File: src/shared/slsd_pkg.sv
// Package: shared constants and types of the serial latched sink driver
`default_nettype none
package slsd_pkg;
  localparam int unsigned CLK_HZ        = 50_000_000;  // Core clock rate
  localparam int unsigned NUM_SINKS     = 8;           // Stages/latches/sinks
  localparam int unsigned FIFO_WIDTH    = 8;           // Pattern word width
  localparam int unsigned FIFO_DEPTH    = 32;          // Pattern words
  localparam int unsigned FIFO_AW       = 5;           // FIFO address bits
  // Host timing, printed figures in their own units
  localparam int unsigned GAP_NS        = 100;   // Shift-to-strobe gap
  localparam int unsigned STROBE_NS     = 100;   // Strobe high width
  localparam int unsigned BLANK_NS      = 4500;  // Least blanking pulse
  localparam int unsigned SHIFT_MAX_HZ  = 10_000_000; // Max shift clock rate
  // Derived cycle counts (least times round up)
  localparam int unsigned GAP_CYC    = (GAP_NS * (CLK_HZ / 1_000_000) + 999)
                                       / 1000;
  localparam int unsigned STROBE_CYC = (STROBE_NS * (CLK_HZ / 1_000_000) + 999)
                                       / 1000;
  localparam int unsigned BLANK_CYC  = (BLANK_NS * (CLK_HZ / 1_000_000) + 999)
                                       / 1000;
  // Half period of the shift clock, rounded up so the rate stays at or below max
  localparam int unsigned HALF_CYC   = (CLK_HZ + 2 * SHIFT_MAX_HZ - 1)
                                       / (2 * SHIFT_MAX_HZ);
  localparam logic [7:0]  CNT_ZERO   = 8'h00;  // Counter reset value
  localparam logic [7:0]  PAT_RESET  = 8'h00;  // Latch and stage reset value
  typedef enum {SLSD_IDLE, SLSD_BLANK, SLSD_LOW, SLSD_HIGH, SLSD_GAP,
                SLSD_STROBE, SLSD_HOLD} slsd_state_t;
endpackage : slsd_pkg
`default_nettype wire

File: src/shared/slsd_if.sv
// Interface: the four host lines and the cascade line between both ends
`timescale 1ns/1ps
`default_nettype none
interface slsd_if;
  logic serial_in;    // Serial data, host to device
  logic shift_clk;    // Shift clock, host to device
  logic strobe;       // Latch strobe, high = transparent
  logic blank;        // Blanking, high = all sinks off
  logic cascade_out;  // Bit shifted out of last stage
  modport device (input serial_in, shift_clk, strobe, blank,
                  output cascade_out);
  modport host (output serial_in, shift_clk, strobe, blank,
                input cascade_out);
endinterface : slsd_if
`default_nettype wire

File: src/hdl/slsd_host.sv
// Host end: pattern FIFO and a sequencer that shifts, strobes and blanks
`timescale 1ns/1ps
`default_nettype none
module slsd_fifo #(
  parameter int unsigned WIDTH = 8,       // Word width
  parameter int unsigned DEPTH = 32,      // Words
  parameter int unsigned AW    = 5        // Address bits
) (
  input  wire logic             clk_i,    // Core clock
  input  wire logic             resetn_i, // Async reset, active low
  input  wire logic             in_valid_i, // Write offered
  output var  logic             in_ready_o, // Not full
  input  wire logic [WIDTH-1:0] in_data_i,  // Write word
  output var  logic             out_valid_o, // Not empty
  input  wire logic             out_ready_i, // Read taken
  output var  logic [WIDTH-1:0] out_data_o   // Head word
);
  logic [WIDTH-1:0] mem [DEPTH];          // Storage
  logic [AW:0]      wr_reg;               // Write pointer with wrap bit
  logic [AW:0]      rd_reg;               // Read pointer with wrap bit
  // Same slot, other lap: every slot holds an unread word
  wire  full  = (wr_reg[AW] != rd_reg[AW]) &&
                (wr_reg[AW-1:0] == rd_reg[AW-1:0]);
  wire  empty = (wr_reg == rd_reg);
  wire  push  = in_valid_i & ~full;
  wire  pop   = out_ready_i & ~empty;
  assign in_ready_o  = ~full;
  assign out_valid_o = ~empty;
  assign out_data_o  = mem[rd_reg[AW-1:0]];

  // Storage write, no reset needed
  always_ff @(posedge clk_i) begin
    if (push) begin
      mem[wr_reg[AW-1:0]] <= in_data_i;
    end
  end

  // Pointers
  always_ff @(posedge clk_i or negedge resetn_i) begin
    if (!resetn_i) begin
      wr_reg <= '0;
      rd_reg <= '0;
    end else begin
      if (push) wr_reg <= wr_reg + 1'b1;
      if (pop)  rd_reg <= rd_reg + 1'b1;
    end
  end
endmodule : slsd_fifo

module slsd_host (
  input  wire logic       clk_i,          // 50 MHz core clock
  input  wire logic       resetn_i,       // Async reset, active low
  slsd_if.host            link,           // Lines to the device
  input  wire logic       pat_valid_i,    // Pattern word offered
  output var  logic       pat_ready_o,    // FIFO has room
  input  wire logic [7:0] pat_data_i,     // Pattern, bit 7 shifted first
  input  wire logic       blank_req_i,    // Level: request blanking
  output var  logic       busy_o,         // Sequencer active
  output var  logic       cascade_o       // Synchronised cascade bit
);
  slsd_pkg::slsd_state_t state_reg, state_next; // Sequencer state
  logic [7:0] cnt_reg, cnt_next;          // Cycle counter
  logic [2:0] bit_reg, bit_next;          // Bits left minus one
  logic [7:0] word_reg, word_next;        // Word being shifted
  logic       fifo_valid;                 // FIFO head valid
  logic       fifo_ready;                 // FIFO pop
  logic       fifo_in_ready;              // FIFO room
  logic [7:0] fifo_data;                  // FIFO head
  logic       casc_meta_reg, casc_sync_reg; // Cascade synchroniser
  logic       blank_reg;                  // Blank line register
  logic [7:0] blank_cnt_reg;              // Blank pulse width counter
  wire  [7:0] half_c   = 8'(slsd_pkg::HALF_CYC - 1);
  wire  [7:0] gap_c    = 8'(slsd_pkg::GAP_CYC - 1);
  wire  [7:0] strobe_c = 8'(slsd_pkg::STROBE_CYC - 1);
  wire        cnt_done = (cnt_reg == slsd_pkg::CNT_ZERO);

  // Words wait here; a stalled sequencer fills it and back-pressures source
  slsd_fifo #(.WIDTH(slsd_pkg::FIFO_WIDTH), .DEPTH(slsd_pkg::FIFO_DEPTH),
              .AW(slsd_pkg::FIFO_AW)) u_fifo (
    .clk_i       (clk_i),
    .resetn_i    (resetn_i),
    .in_valid_i  (pat_valid_i),
    .in_ready_o  (fifo_in_ready),
    .in_data_i   (pat_data_i),
    .out_valid_o (fifo_valid),
    .out_ready_i (fifo_ready),
    .out_data_o  (fifo_data)
  );
  assign fifo_ready = (state_reg == slsd_pkg::SLSD_IDLE);

  // Sequencer: data set a half period before each rising edge
  always_comb begin
    state_next = state_reg;
    cnt_next   = cnt_done ? cnt_reg : cnt_reg - 8'h01;
    bit_next   = bit_reg;
    word_next  = word_reg;
    case (state_reg)
      slsd_pkg::SLSD_IDLE: begin
        if (fifo_valid) begin
          word_next  = fifo_data;
          bit_next   = 3'h7;
          cnt_next   = half_c;
          state_next = slsd_pkg::SLSD_LOW;
        end
      end
      slsd_pkg::SLSD_LOW: begin
        if (cnt_done) begin
          cnt_next   = half_c;
          state_next = slsd_pkg::SLSD_HIGH;
        end
      end
      slsd_pkg::SLSD_HIGH: begin
        if (cnt_done) begin
          cnt_next  = half_c;
          word_next = {word_reg[6:0], 1'b0};
          if (bit_reg == 3'h0) begin
            cnt_next   = gap_c;
            state_next = slsd_pkg::SLSD_GAP;
          end else begin
            bit_next   = bit_reg - 3'h1;
            state_next = slsd_pkg::SLSD_LOW;
          end
        end
      end
      slsd_pkg::SLSD_GAP: begin
        if (cnt_done) begin
          cnt_next   = strobe_c;
          state_next = slsd_pkg::SLSD_STROBE;
        end
      end
      slsd_pkg::SLSD_STROBE: begin
        if (cnt_done) begin
          state_next = slsd_pkg::SLSD_IDLE;
        end
      end
      default: state_next = slsd_pkg::SLSD_IDLE;
    endcase
  end

  // Sequencer registers and the driven lines
  always_ff @(posedge clk_i or negedge resetn_i) begin
    if (!resetn_i) begin
      state_reg      <= slsd_pkg::SLSD_IDLE;
      cnt_reg        <= slsd_pkg::CNT_ZERO;
      bit_reg        <= 3'h0;
      word_reg       <= slsd_pkg::PAT_RESET;
      link.serial_in <= 1'b0;
      link.shift_clk <= 1'b0;
      link.strobe    <= 1'b0;
    end else begin
      state_reg      <= state_next;
      cnt_reg        <= cnt_next;
      bit_reg        <= bit_next;
      word_reg       <= word_next;
      link.serial_in <= word_next[7];
      link.shift_clk <= (state_next == slsd_pkg::SLSD_HIGH);
      link.strobe    <= (state_next == slsd_pkg::SLSD_STROBE);
    end
  end

  // Blank follows request but every pulse lasts the least width
  always_ff @(posedge clk_i or negedge resetn_i) begin
    if (!resetn_i) begin
      blank_reg     <= 1'b1;              // Blanked until the first cycle with request low
      blank_cnt_reg <= slsd_pkg::CNT_ZERO;
    end else if (blank_cnt_reg != slsd_pkg::CNT_ZERO) begin
      blank_cnt_reg <= blank_cnt_reg - 8'h01;
    end else if (blank_req_i != blank_reg) begin
      blank_reg     <= blank_req_i;
      blank_cnt_reg <= 8'(slsd_pkg::BLANK_CYC - 1);
    end
  end
  always_comb link.blank = blank_reg;

  // Cascade synchroniser and status outputs
  always_ff @(posedge clk_i or negedge resetn_i) begin
    if (!resetn_i) begin
      casc_meta_reg <= 1'b0;
      casc_sync_reg <= 1'b0;
      cascade_o     <= 1'b0;
      busy_o        <= 1'b0;
      pat_ready_o   <= 1'b0;
    end else begin
      casc_meta_reg <= link.cascade_out;
      casc_sync_reg <= casc_meta_reg;
      cascade_o     <= casc_sync_reg;
      busy_o        <= (state_next != slsd_pkg::SLSD_IDLE);
      pat_ready_o   <= fifo_in_ready;
    end
  end
endmodule : slsd_host
`default_nettype wire

File: src/flat_wrapper.sv
// flat-port wrapper written by rule: the top's interface ports become plain ports
module slsd_host_flat 
  (clk_i, resetn_i, pat_valid_i, pat_ready_o, pat_data_i, blank_req_i, busy_o, cascade_o, link_serial_in, link_shift_clk, link_strobe, link_blank, link_cascade_out);
  slsd_if link_i ();
  input  wire logic clk_i;
  input  wire logic resetn_i;
  input  wire logic pat_valid_i;
  output var  logic pat_ready_o;
  input  wire logic [7:0] pat_data_i;
  input  wire logic blank_req_i;
  output var  logic busy_o;
  output var  logic cascade_o;
  output wire logic [$bits(link_i.serial_in)-1:0] link_serial_in;
  output wire logic [$bits(link_i.shift_clk)-1:0] link_shift_clk;
  output wire logic [$bits(link_i.strobe)-1:0] link_strobe;
  output wire logic [$bits(link_i.blank)-1:0] link_blank;
  input wire logic [$bits(link_i.cascade_out)-1:0] link_cascade_out;
  assign link_serial_in = link_i.serial_in;
  assign link_shift_clk = link_i.shift_clk;
  assign link_strobe = link_i.strobe;
  assign link_blank = link_i.blank;
  assign link_i.cascade_out = link_cascade_out;
  slsd_host u_core (.clk_i(clk_i), .resetn_i(resetn_i), .link(link_i), .pat_valid_i(pat_valid_i), .pat_ready_o(pat_ready_o), .pat_data_i(pat_data_i), .blank_req_i(blank_req_i), .busy_o(busy_o), .cascade_o(cascade_o));
endmodule
File: config.mk
export PLATFORM = sky130hd
export DESIGN_NAME = slsd_host_flat
export DESIGN_NICKNAME = d
export VERILOG_FILES = /design/src/shared/slsd_pkg.sv /design/src/shared/slsd_if.sv /design/src/hdl/slsd_host.sv /design/src/flat_wrapper.sv
export SDC_FILE = /design/constraint.sdc
export NUM_CORES = 1
export LEC_CHECK = 0
export BUFFER_PORTS_ARGS = -buffer_cell sky130_fd_sc_hd__buf_2
export CORE_MARGIN = 2
export CORE_UTILIZATION = 65
export DETAILED_ROUTE_END_ITERATION = 12
export PLACE_DENSITY = 0.85
export REMOVE_ABC_BUFFERS = 1
export SETUP_SLACK_MARGIN = 0.2
export SYNTH_ARGS = -nofsm -noshare
export SYNTH_HDL_FRONTEND = slang
export SYNTH_SLANG_ARGS = --single-unit
File: constraint.sdc
create_clock -name clk_i -period 4.7 [get_ports clk_i]
set_input_delay 0 -clock clk_i [delete_from_list [all_inputs] [get_ports clk_i]]
set_output_delay 0 -clock clk_i [all_outputs]
set_load 0.1 [all_outputs]
==> out/qor.csv, run 1 <==
stage,metric,value,unit
status,outcome,"finished, final reports clean",
global_routing,first-pass GRT wire length,44.39,mm
yosys,top cell type by total area after synthesis,edfxtp_1,
sta,Setup Viol. Count Final,0,
global_routing,antenna violations before repair,1,
placed_design,detailed placement HPWL,17.16,mm
clock_network,clock slew at the register clock pins of the worst setup and hold paths,0.07,ns
power_and_ir_drop,sequential share of power,0.528,
detailed_routing,number of vias in the routed layout,7460,
sta,Final period util,0.6708,
power_and_ir_drop,Switching Power,1565,uW
floorplanning,initial core utilization,0.6632,
yosys,most instantiated library cell after synthesis,edfxtp_1,
critical_path,CP arrival,3.29,ns
power_and_ir_drop,switching share of power,0.2328,
sta,time the worst path needs with I/O delays and setup,3.153,ns
critical_path,Critical Path Sink Type,flop,
yosys,post-synthesis cell count,788,
yosys,total of flip-flops plus latches after synthesis,335,
cells_and_area,max FFs per register,256,
cells_and_area,"Net count, final",870,
clock_network,total number of H-tree levels,2,
power_and_ir_drop,Overall Power,6723,uW
cells_and_area,Layout area overhead,11.39,%
detailed_routing,Routed Antenna Nets,0,
cells_and_area,FILL cells,1171,
flow_run,max-cap violation count,0,
placed_design,placer congestion estimate,0.8651,
global_routing,total global-route track usage,0.2780,
yosys,fraction of registers with async set/reset,0.2358,
sta,TNS Setup,0,ns
yosys,cell types with the highest counts after synthesis,"edfxtp_1 (256), dfrtp_1 (78), nor2_1 (61)",
sta,RSZ-0062 raised after global routing,no,
floorplanning,width of the die,147.9,um
power_and_ir_drop,total power per unit cell area,448.3,nW/um2
clock_network,number of buffers added for setup after CTS,0,
floorplanning,full die area,21880,um2
sta,actual slew at the worst max-slew pin,1.123,ns
sta,number of pins with negative max-slew slack in the final report,0,
global_routing,vias in the first global route,7557,
detailed_routing,number of design-rule violations left by the first detailed-router iteration,842,
yosys,cell area after technology mapping,13460,um2
floorplanning,number of standard-cell rows in the floorplan,52,
critical_path,required arrival time at the worst endpoint,4.83,ns
floorplanning,I/O pin cnt,20,
power_and_ir_drop,Leak,0.005138,uW
power_and_ir_drop,Peak VDD IR,395.6,uV
sta,Max-Slew Margin vs Limit,0.2455,
critical_path,worst-path maximum fanout,26,
yosys,proportion of synthesized chip area in sequential cells,0.7180,
yosys,Yosys top cell area share,0.5711,
sta,Fmax achieved,317.2,MHz
clock_network,insertion delay to the later sink of the worst-skew pair,0.51,ns
critical_path,Worst Setup Start Kind,flop,
yosys,Yosys Warn Count,0,
yosys,number of flops mapped to enable cells by yosys,256,
yosys,leading post-synthesis cells by cell area,"edfxtp_1 (57%), dfrtp_1 (14%), mux4_2 (7.2%)",
hold_path,kind of path behind the tightest hold check,in -> reg,
critical_path,FF-to-FF setup slack,1.55,ns
sta,worst-case clock skew,0.01128,ns
clock_network,post_cts resized,0,
detailed_routing,First-pass DRT Iterations,5,
power_and_ir_drop,internal power component,5157,uW
global_routing,GRT Residual Overflow,0,
clock_network,Clk Tree Root Cell,clkbuf_16,
detailed_routing,via/cell ratio,6.527,
floorplanning,Die Y,147.9,um
clock_network,CTS Buffer Depth,3,
sta,final hold vios,0,
placed_design,count of input and output buffers,19,
clock_network,clock sinks,335,
power_and_ir_drop,clock share of power,0.397,
clock_network,CTS tree,yes,
yosys,number of distinct library cells after synthesis,60,
critical_path,critical setup path kind,reg -> reg,
yosys,dominant synthesized flop cell,edfxtp_1,
cells_and_area,final standard cell utilization of the core,0.7387,
power_and_ir_drop,part of the power in combinational logic,0.075,
detailed_routing,per-cell routed wire length,25.82,um
cells_and_area,share of layout cells above drive strength 1,0.1628,
detailed_routing,wire length reported by the detailed router,29.52,mm
yosys,average size of a mapped cell,17.08,um2
global_routing,pin count of the biggest net entering global routing,80,
detailed_routing,drc violations,0,
clock_network,number of CTS-inserted buffers,34,
clock_network,number of buffers added to fix hold violations after cts,4,
floorplanning,Core Region,20300,um2
==> placed cells by master (no fill, tap or decap), drive strengths merged, types with 3 or more instances in the layout <==
cell type / instances
nand3: 24
nand2: 42
nand2b: 9
dlygate4sd3: 4
nand4: 8
a22oi: 6
edfxtp: 256
buf: 22
o2111ai: 4
and3: 4
ha: 11
or2: 4
mux4: 50
xor2: 4
clkinv: 8
or3: 5
nor2: 61
o22ai: 14
and2: 3
a21oi: 19
mux2i: 49
clkbuf: 53
dfrtp: 78
conb: 29
xnor2: 19
nand3b: 4
a31oi: 3
o21ai: 10
nor3: 9
nor2b: 12
o211ai: 6
nor4: 13
inv: 11
==> kinds of logic (layout without fill, tap and decap cells) <==
logic type,after synthesis,after routing,synth area share
DFF,335,335,0.7180
and+or+nand+nor,203,203,0.07882
muxes,101,101,0.1237
AOI/OAI and AO/OA,71,71,0.03597
buffers and inverters,43,99,0.01803
xor gates and xnor gates,23,23,0.01496
adders and majority gates,11,11,0.01022
other,1,30,0.0002786
==> layer usage <==
layer,part of all wire,track usage,up-vias
li1,-,-,3157
met1,0.36,0.3620,3725
met2,0.50,0.4670,494
met3,0.10,0.05679,84
met4,0.033,0.1133,0
met5,0,0,-
==> cell type report <==
type	count	area (um2)	share of cell area
Antenna cell	1	2.502	0.0001669
Multi-Input combinational cell	438	3659	0.2440
Timing Repair Buffer	26	160.2	0.01068
Tap cell	270	337.8	0.02253
Clock buffer	53	1059	0.07059
Inverter	11	41.29	0.002753
Clock inverter	9	66.31	0.004422
Sequential cell	335	9671	0.6449
==> worst max-delay path: stages, from the launching register on <==
cell     delay, ns
dfrtp_1       0.99
xnor2_1       0.12
nand2_1       0.14
o31a_1        0.33
nand2_1       0.48
nor2_1        0.70
==> power by group through the flow <==
stage	Sequential, uW	Clock (uW)	Combinational [uW]
floorplan	3560	0	293
global placement	3580	0	458
detailed placement	3590	0	485
CTS	3540	2700	499
global route	3560	2820	544
finish	3550	2670	506
==> worst paths after layout <==
kind / start / to / cells after the start
max in group asynchronous: resetn_i / u_core.u_fifo.rd_reg[0]$_DFFE_PN0P_ / 2
min reg2reg: u_core.casc_sync_reg$_DFF_PN0_ / u_core.cascade_o$_DFF_PN0_ / 0
max: u_core.u_fifo.rd_reg[3]$_DFFE_PN0P_ / u_core.u_fifo.mem[23][6]$_DFFE_PP_ / 5
min in group asynchronous: resetn_i / u_core.state_reg[21]$_DFF_PN0_ / 2
min: pat_data_i[0] / u_core.u_fifo.mem[4][0]$_DFFE_PP_ / 1
max reg2reg: u_core.u_fifo.rd_reg[3]$_DFFE_PN0P_ / u_core.u_fifo.mem[23][6]$_DFFE_PP_ / 5
==> stage by stage <==
stage	cells	hold WS [ns]	setup WS (ns)	area (um2)
after global routing	1143	0.1223	1.286	15000
after detailed placement	1076	0.1293	1.639	13830
after CTS	1142	0.1073	1.598	14990
after global placement	1076	0.1134	1.828	13830
after floorplan	784	-0.2956	0.9951	13370
final	1143	0.1158	1.547	15000
(Power assumes the default switching activity.)
==> run 2: changes to the inputs <==
--- a/config.mk
+++ b/config.mk
@@ -7,9 +7,9 @@
 export LEC_CHECK = 0
 export BUFFER_PORTS_ARGS = -buffer_cell sky130_fd_sc_hd__buf_2
 export CORE_MARGIN = 2
-export CORE_UTILIZATION = 65
+export CORE_UTILIZATION = 62
 export DETAILED_ROUTE_END_ITERATION = 12
-export PLACE_DENSITY = 0.85
+export PLACE_DENSITY = 0.82
 export REMOVE_ABC_BUFFERS = 1
 export SETUP_SLACK_MARGIN = 0.2
 export SYNTH_ARGS = -nofsm -noshare
==> constraint.sdc (replaced) <==
create_clock -name clk_i -period 3.1 [get_ports clk_i]
set_input_delay 0 -clock clk_i [delete_from_list [all_inputs] [get_ports clk_i]]
set_output_delay 0 -clock clk_i [all_outputs]
set_load 0.1 [all_outputs]
==> run 2 against run 1 <==
  * Sequential share of layout area down 0.64 points
  * Flip-flop and latch count unchanged
  * Hold slack worse by 0.080 ns
  * Core utilization down 2.3 points
  * First-iteration DRC count down 15%
  * Non-clock buffer count up 21
  * Clock-buffer cell count down 13
  * Via count down 1.3%
==> out/qor.csv, run 2 (synthesis results as in run 1) <==
stage,metric,value,unit,change
status,outcome,"finished, final reports clean",,
critical_path,worst-path maximum fanout,11,,-58%
placed_design,post-place setup slack,0.4234,ns,-1.216 ns
sta,worst-case clock skew,0.01607,ns,+0.004793 ns
floorplanning,full die area,22910,um2,+4.7%
clock_network,total number of H-tree levels,2,,unchanged
cells_and_area,"commonest non-fill, non-tap cell in the layout",edfxtp_1,,
critical_path,critical setup path kind,reg -> reg,,
detailed_routing,per-cell routed wire length,23.52,um,-8.9%
clock_network,clock slew at the register clock pins of the worst setup and hold paths,0.06,ns,about the same
critical_path,required arrival time at the worst endpoint,3.23,ns,-1.60 ns
cells_and_area,"Net count, final",891,,+2.4%
clock_network,number of buffers added for setup after CTS,0,,unchanged
critical_path,FF-to-FF setup slack,0.36,ns,-1.18 ns
cells_and_area,antenna cells,0,,-1
clock_network,CTS Buffer Depth,3,,unchanged
clock_network,clock sinks,335,,unchanged
placed_design,count of input and output buffers,19,,unchanged
power_and_ir_drop,clock share of power,0.395,,-0.002
placed_design,detailed placement HPWL,16.35,mm,-4.7%
placed_design,placer congestion estimate,0.9476,,+9.5%
sta,Fmax achieved,365.4,MHz,+15%
sta,Final period util,0.8829,,+0.2121
cells_and_area,filler-free cell count of the finished design,1166,,+2.0%
cells_and_area,max FFs per register,256,,unchanged
critical_path,Critical R2R Capture,u_core.u_fifo.mem[7][2]$_DFFE_PP_,,
global_routing,first-pass GRT wire length,42.90,mm,-3.4%
cells_and_area,share of layout cells above drive strength 1,0.1897,,+0.02683
hold_path,instance count along the most critical hold path,3,,+2
power_and_ir_drop,switching share of power,0.2316,,-0.001194
power_and_ir_drop,total power per unit cell area,668.7,nW/um2,+49%
floorplanning,number of standard-cell rows in the floorplan,53,,+1.9%
critical_path,Worst Setup Start Kind,flop,,
global_routing,vias in the first global route,7546,,-0.15%
sta,final setup slack of the worst path,0.3631,ns,-1.184 ns
sta,number of pins with negative max-slew slack in the final report,0,,unchanged
power_and_ir_drop,Leak,0.005241,uW,+2.0%
floorplanning,Core Region,21150,um2,+4.2%
detailed_routing,via/cell ratio,6.317,,-3.2%
global_routing,total global-route track usage,0.2546,,-0.02344
global_routing,GRT Residual Overflow,0,,unchanged
floorplanning,I/O pin cnt,20,,unchanged
clock_network,number of CTS-inserted buffers,34,,unchanged
sta,actual slew at the worst max-slew pin,0.9637,ns,-0.1597 ns
sta,Max-Slew Margin vs Limit,0.3575,,+0.1121
sta,RSZ-0062 raised after global routing,no,,
flow_run,max-cap violation count,0,,unchanged
hold_path,startpoint of the tightest hold check path,pat_valid_i,,
power_and_ir_drop,internal power component,7783,uW,+51%
sta,Setup Viol. Count Final,0,,unchanged
placed_design,placed cells,1103,,+2.5%
hold_path,"Endpoint, Worst Hold",u_core.u_fifo.wr_reg[0]$_DFFE_PN0P_,,
clock_network,CTS tree,yes,,
floorplanning,Die Y,151.4,um,+2.3%
detailed_routing,number of vias in the routed layout,7366,,-1.3%
floorplanning,initial core utilization,0.6364,,-0.02679
clock_network,insertion delay to the later sink of the worst-skew pair,0.51,ns,about the same
hold_path,kind of path behind the tightest hold check,in -> reg,,
critical_path,worst reg-to-reg path cell count,5,,unchanged
power_and_ir_drop,Overall Power,10130,uW,+51%
sta,final hold vios,0,,unchanged
power_and_ir_drop,Peak VDD IR,791.1,uV,+100%
power_and_ir_drop,part of the power in combinational logic,0.078,,+0.003
cells_and_area,Layout area overhead,12.52,%,
detailed_routing,wire length reported by the detailed router,27.42,mm,-7.1%
detailed_routing,drc violations,0,,unchanged
floorplanning,width of the die,151.4,um,+2.3%
cells_and_area,"leading cell types in the layout, fill and taps excluded","edfxtp_1 (256), dfrtp_1 (76), nor2_1 (60)",,
global_routing,antenna violations before repair,0,,-1
detailed_routing,First-pass DRT Iterations,5,,unchanged
power_and_ir_drop,Switching Power,2346,uW,+50%
clock_network,Clk Tree Root Cell,clkbuf_16,,
sta,TNS Setup,0,ns,unchanged
detailed_routing,Routed Antenna Nets,0,,unchanged
power_and_ir_drop,sequential share of power,0.527,,about the same
critical_path,Critical Path Sink Type,flop,,
critical_path,start of the worst register-to-register path,u_core.u_fifo.wr_reg[2]$_DFFE_PN0P_,,
sta,time the worst path needs with I/O delays and setup,2.737,ns,-0.4158 ns
global_routing,pin count of the biggest net entering global routing,80,,unchanged
cells_and_area,FILL cells,1240,,+5.9%
critical_path,CP arrival,2.87,ns,-0.42 ns
detailed_routing,number of design-rule violations left by the first detailed-router iteration,717,,-15%
## run 2: cell count changes in the layout (fill, tap and decap cells not counted), moves of 3 or more
cell        previous run  this run
clkbuf_16             39        35
clkinv_1               3         6
buf_4                  4        25
clkinvlp_4             0         3
clkbuf_1              11         2
## run 2: final cells by class
type	instances	area (um2)	share of cell area
inverter	11	41.29	0.002726
sequential	335	9671	0.6384
timing repair buffer	47	327.8	0.02164
tap	275	344.1	0.02272
clock inverter	20	183.9	0.01214
clock buffer	40	918.4	0.06063
multi-input combinational	438	3661	0.2417
## run 2: power by group through the flow
stage	logic, uW	clock network, uW	registers (uW)
floorplan	444	0	5400
global route	862	4240	5360
CTS	784	4060	5330
finish	790	4000	5340
global placement	724	0	5390
detailed placement	761	0	5410
## run 2: how the worst max path moves through the flow
stage	start	cells past startpoint	to	slack, ns
floorplan	u_core.u_fifo.rd_reg[0]$_DFFE_PN0P_	5	u_core.u_fifo.mem[11][0]$_DFFE_PP_	-0.60
global placement	u_core.u_fifo.wr_reg[2]$_DFFE_PN0P_	5	u_core.u_fifo.mem[3][2]$_DFFE_PP_	0.52
detailed placement	u_core.u_fifo.wr_reg[2]$_DFFE_PN0P_	5	u_core.u_fifo.mem[7][4]$_DFFE_PP_	0.42
CTS	u_core.u_fifo.wr_reg[2]$_DFFE_PN0P_	5	u_core.u_fifo.mem[7][1]$_DFFE_PP_	0.41
global route	u_core.u_fifo.wr_reg[2]$_DFFE_PN0P_	5	u_core.u_fifo.mem[15][6]$_DFFE_PP_	0.22
finish	u_core.u_fifo.wr_reg[2]$_DFFE_PN0P_	5	u_core.u_fifo.mem[7][2]$_DFFE_PP_	0.36
## run 2: routing by layer
layer / track usage / wire [um]
met5: 0 / 0
met4: 0.05841 / 461
met3: 0.05301 / 2212
met2: 0.4382 / 14260
met1: 0.3387 / 10480
## run 2: worst max-delay path, stage by stage, from the launching register on
cell and delay (ns):
dfrtp_1 0.51, xnor2_1 0.19, nand3_1 0.14, o31a_1 0.34, nand2_1 0.44, nor2_1 0.72
## run 2: stage by stage
step / hold WS, ns / instance area [um2] / utilization
3_3_place_gp: 0.1126 / 14010 / 0.6624
2_1_floorplan: -0.2956 / 13370 / -
6_report: 0.03609 / 15150 / 0.7160
3_5_place_dp: 0.1224 / 14010 / 0.6624
4_1_cts: 0.01763 / 15140 / 0.7159
5_1_grt: 0.04674 / 15150 / 0.7160
## run 2: what timing repair did
item	4_1_cts	5_1_grt
gates resized for setup	0	1
setup endpoints to repair	0	8
hold buffers	3	0
endpoints found under the hold margin	82	0
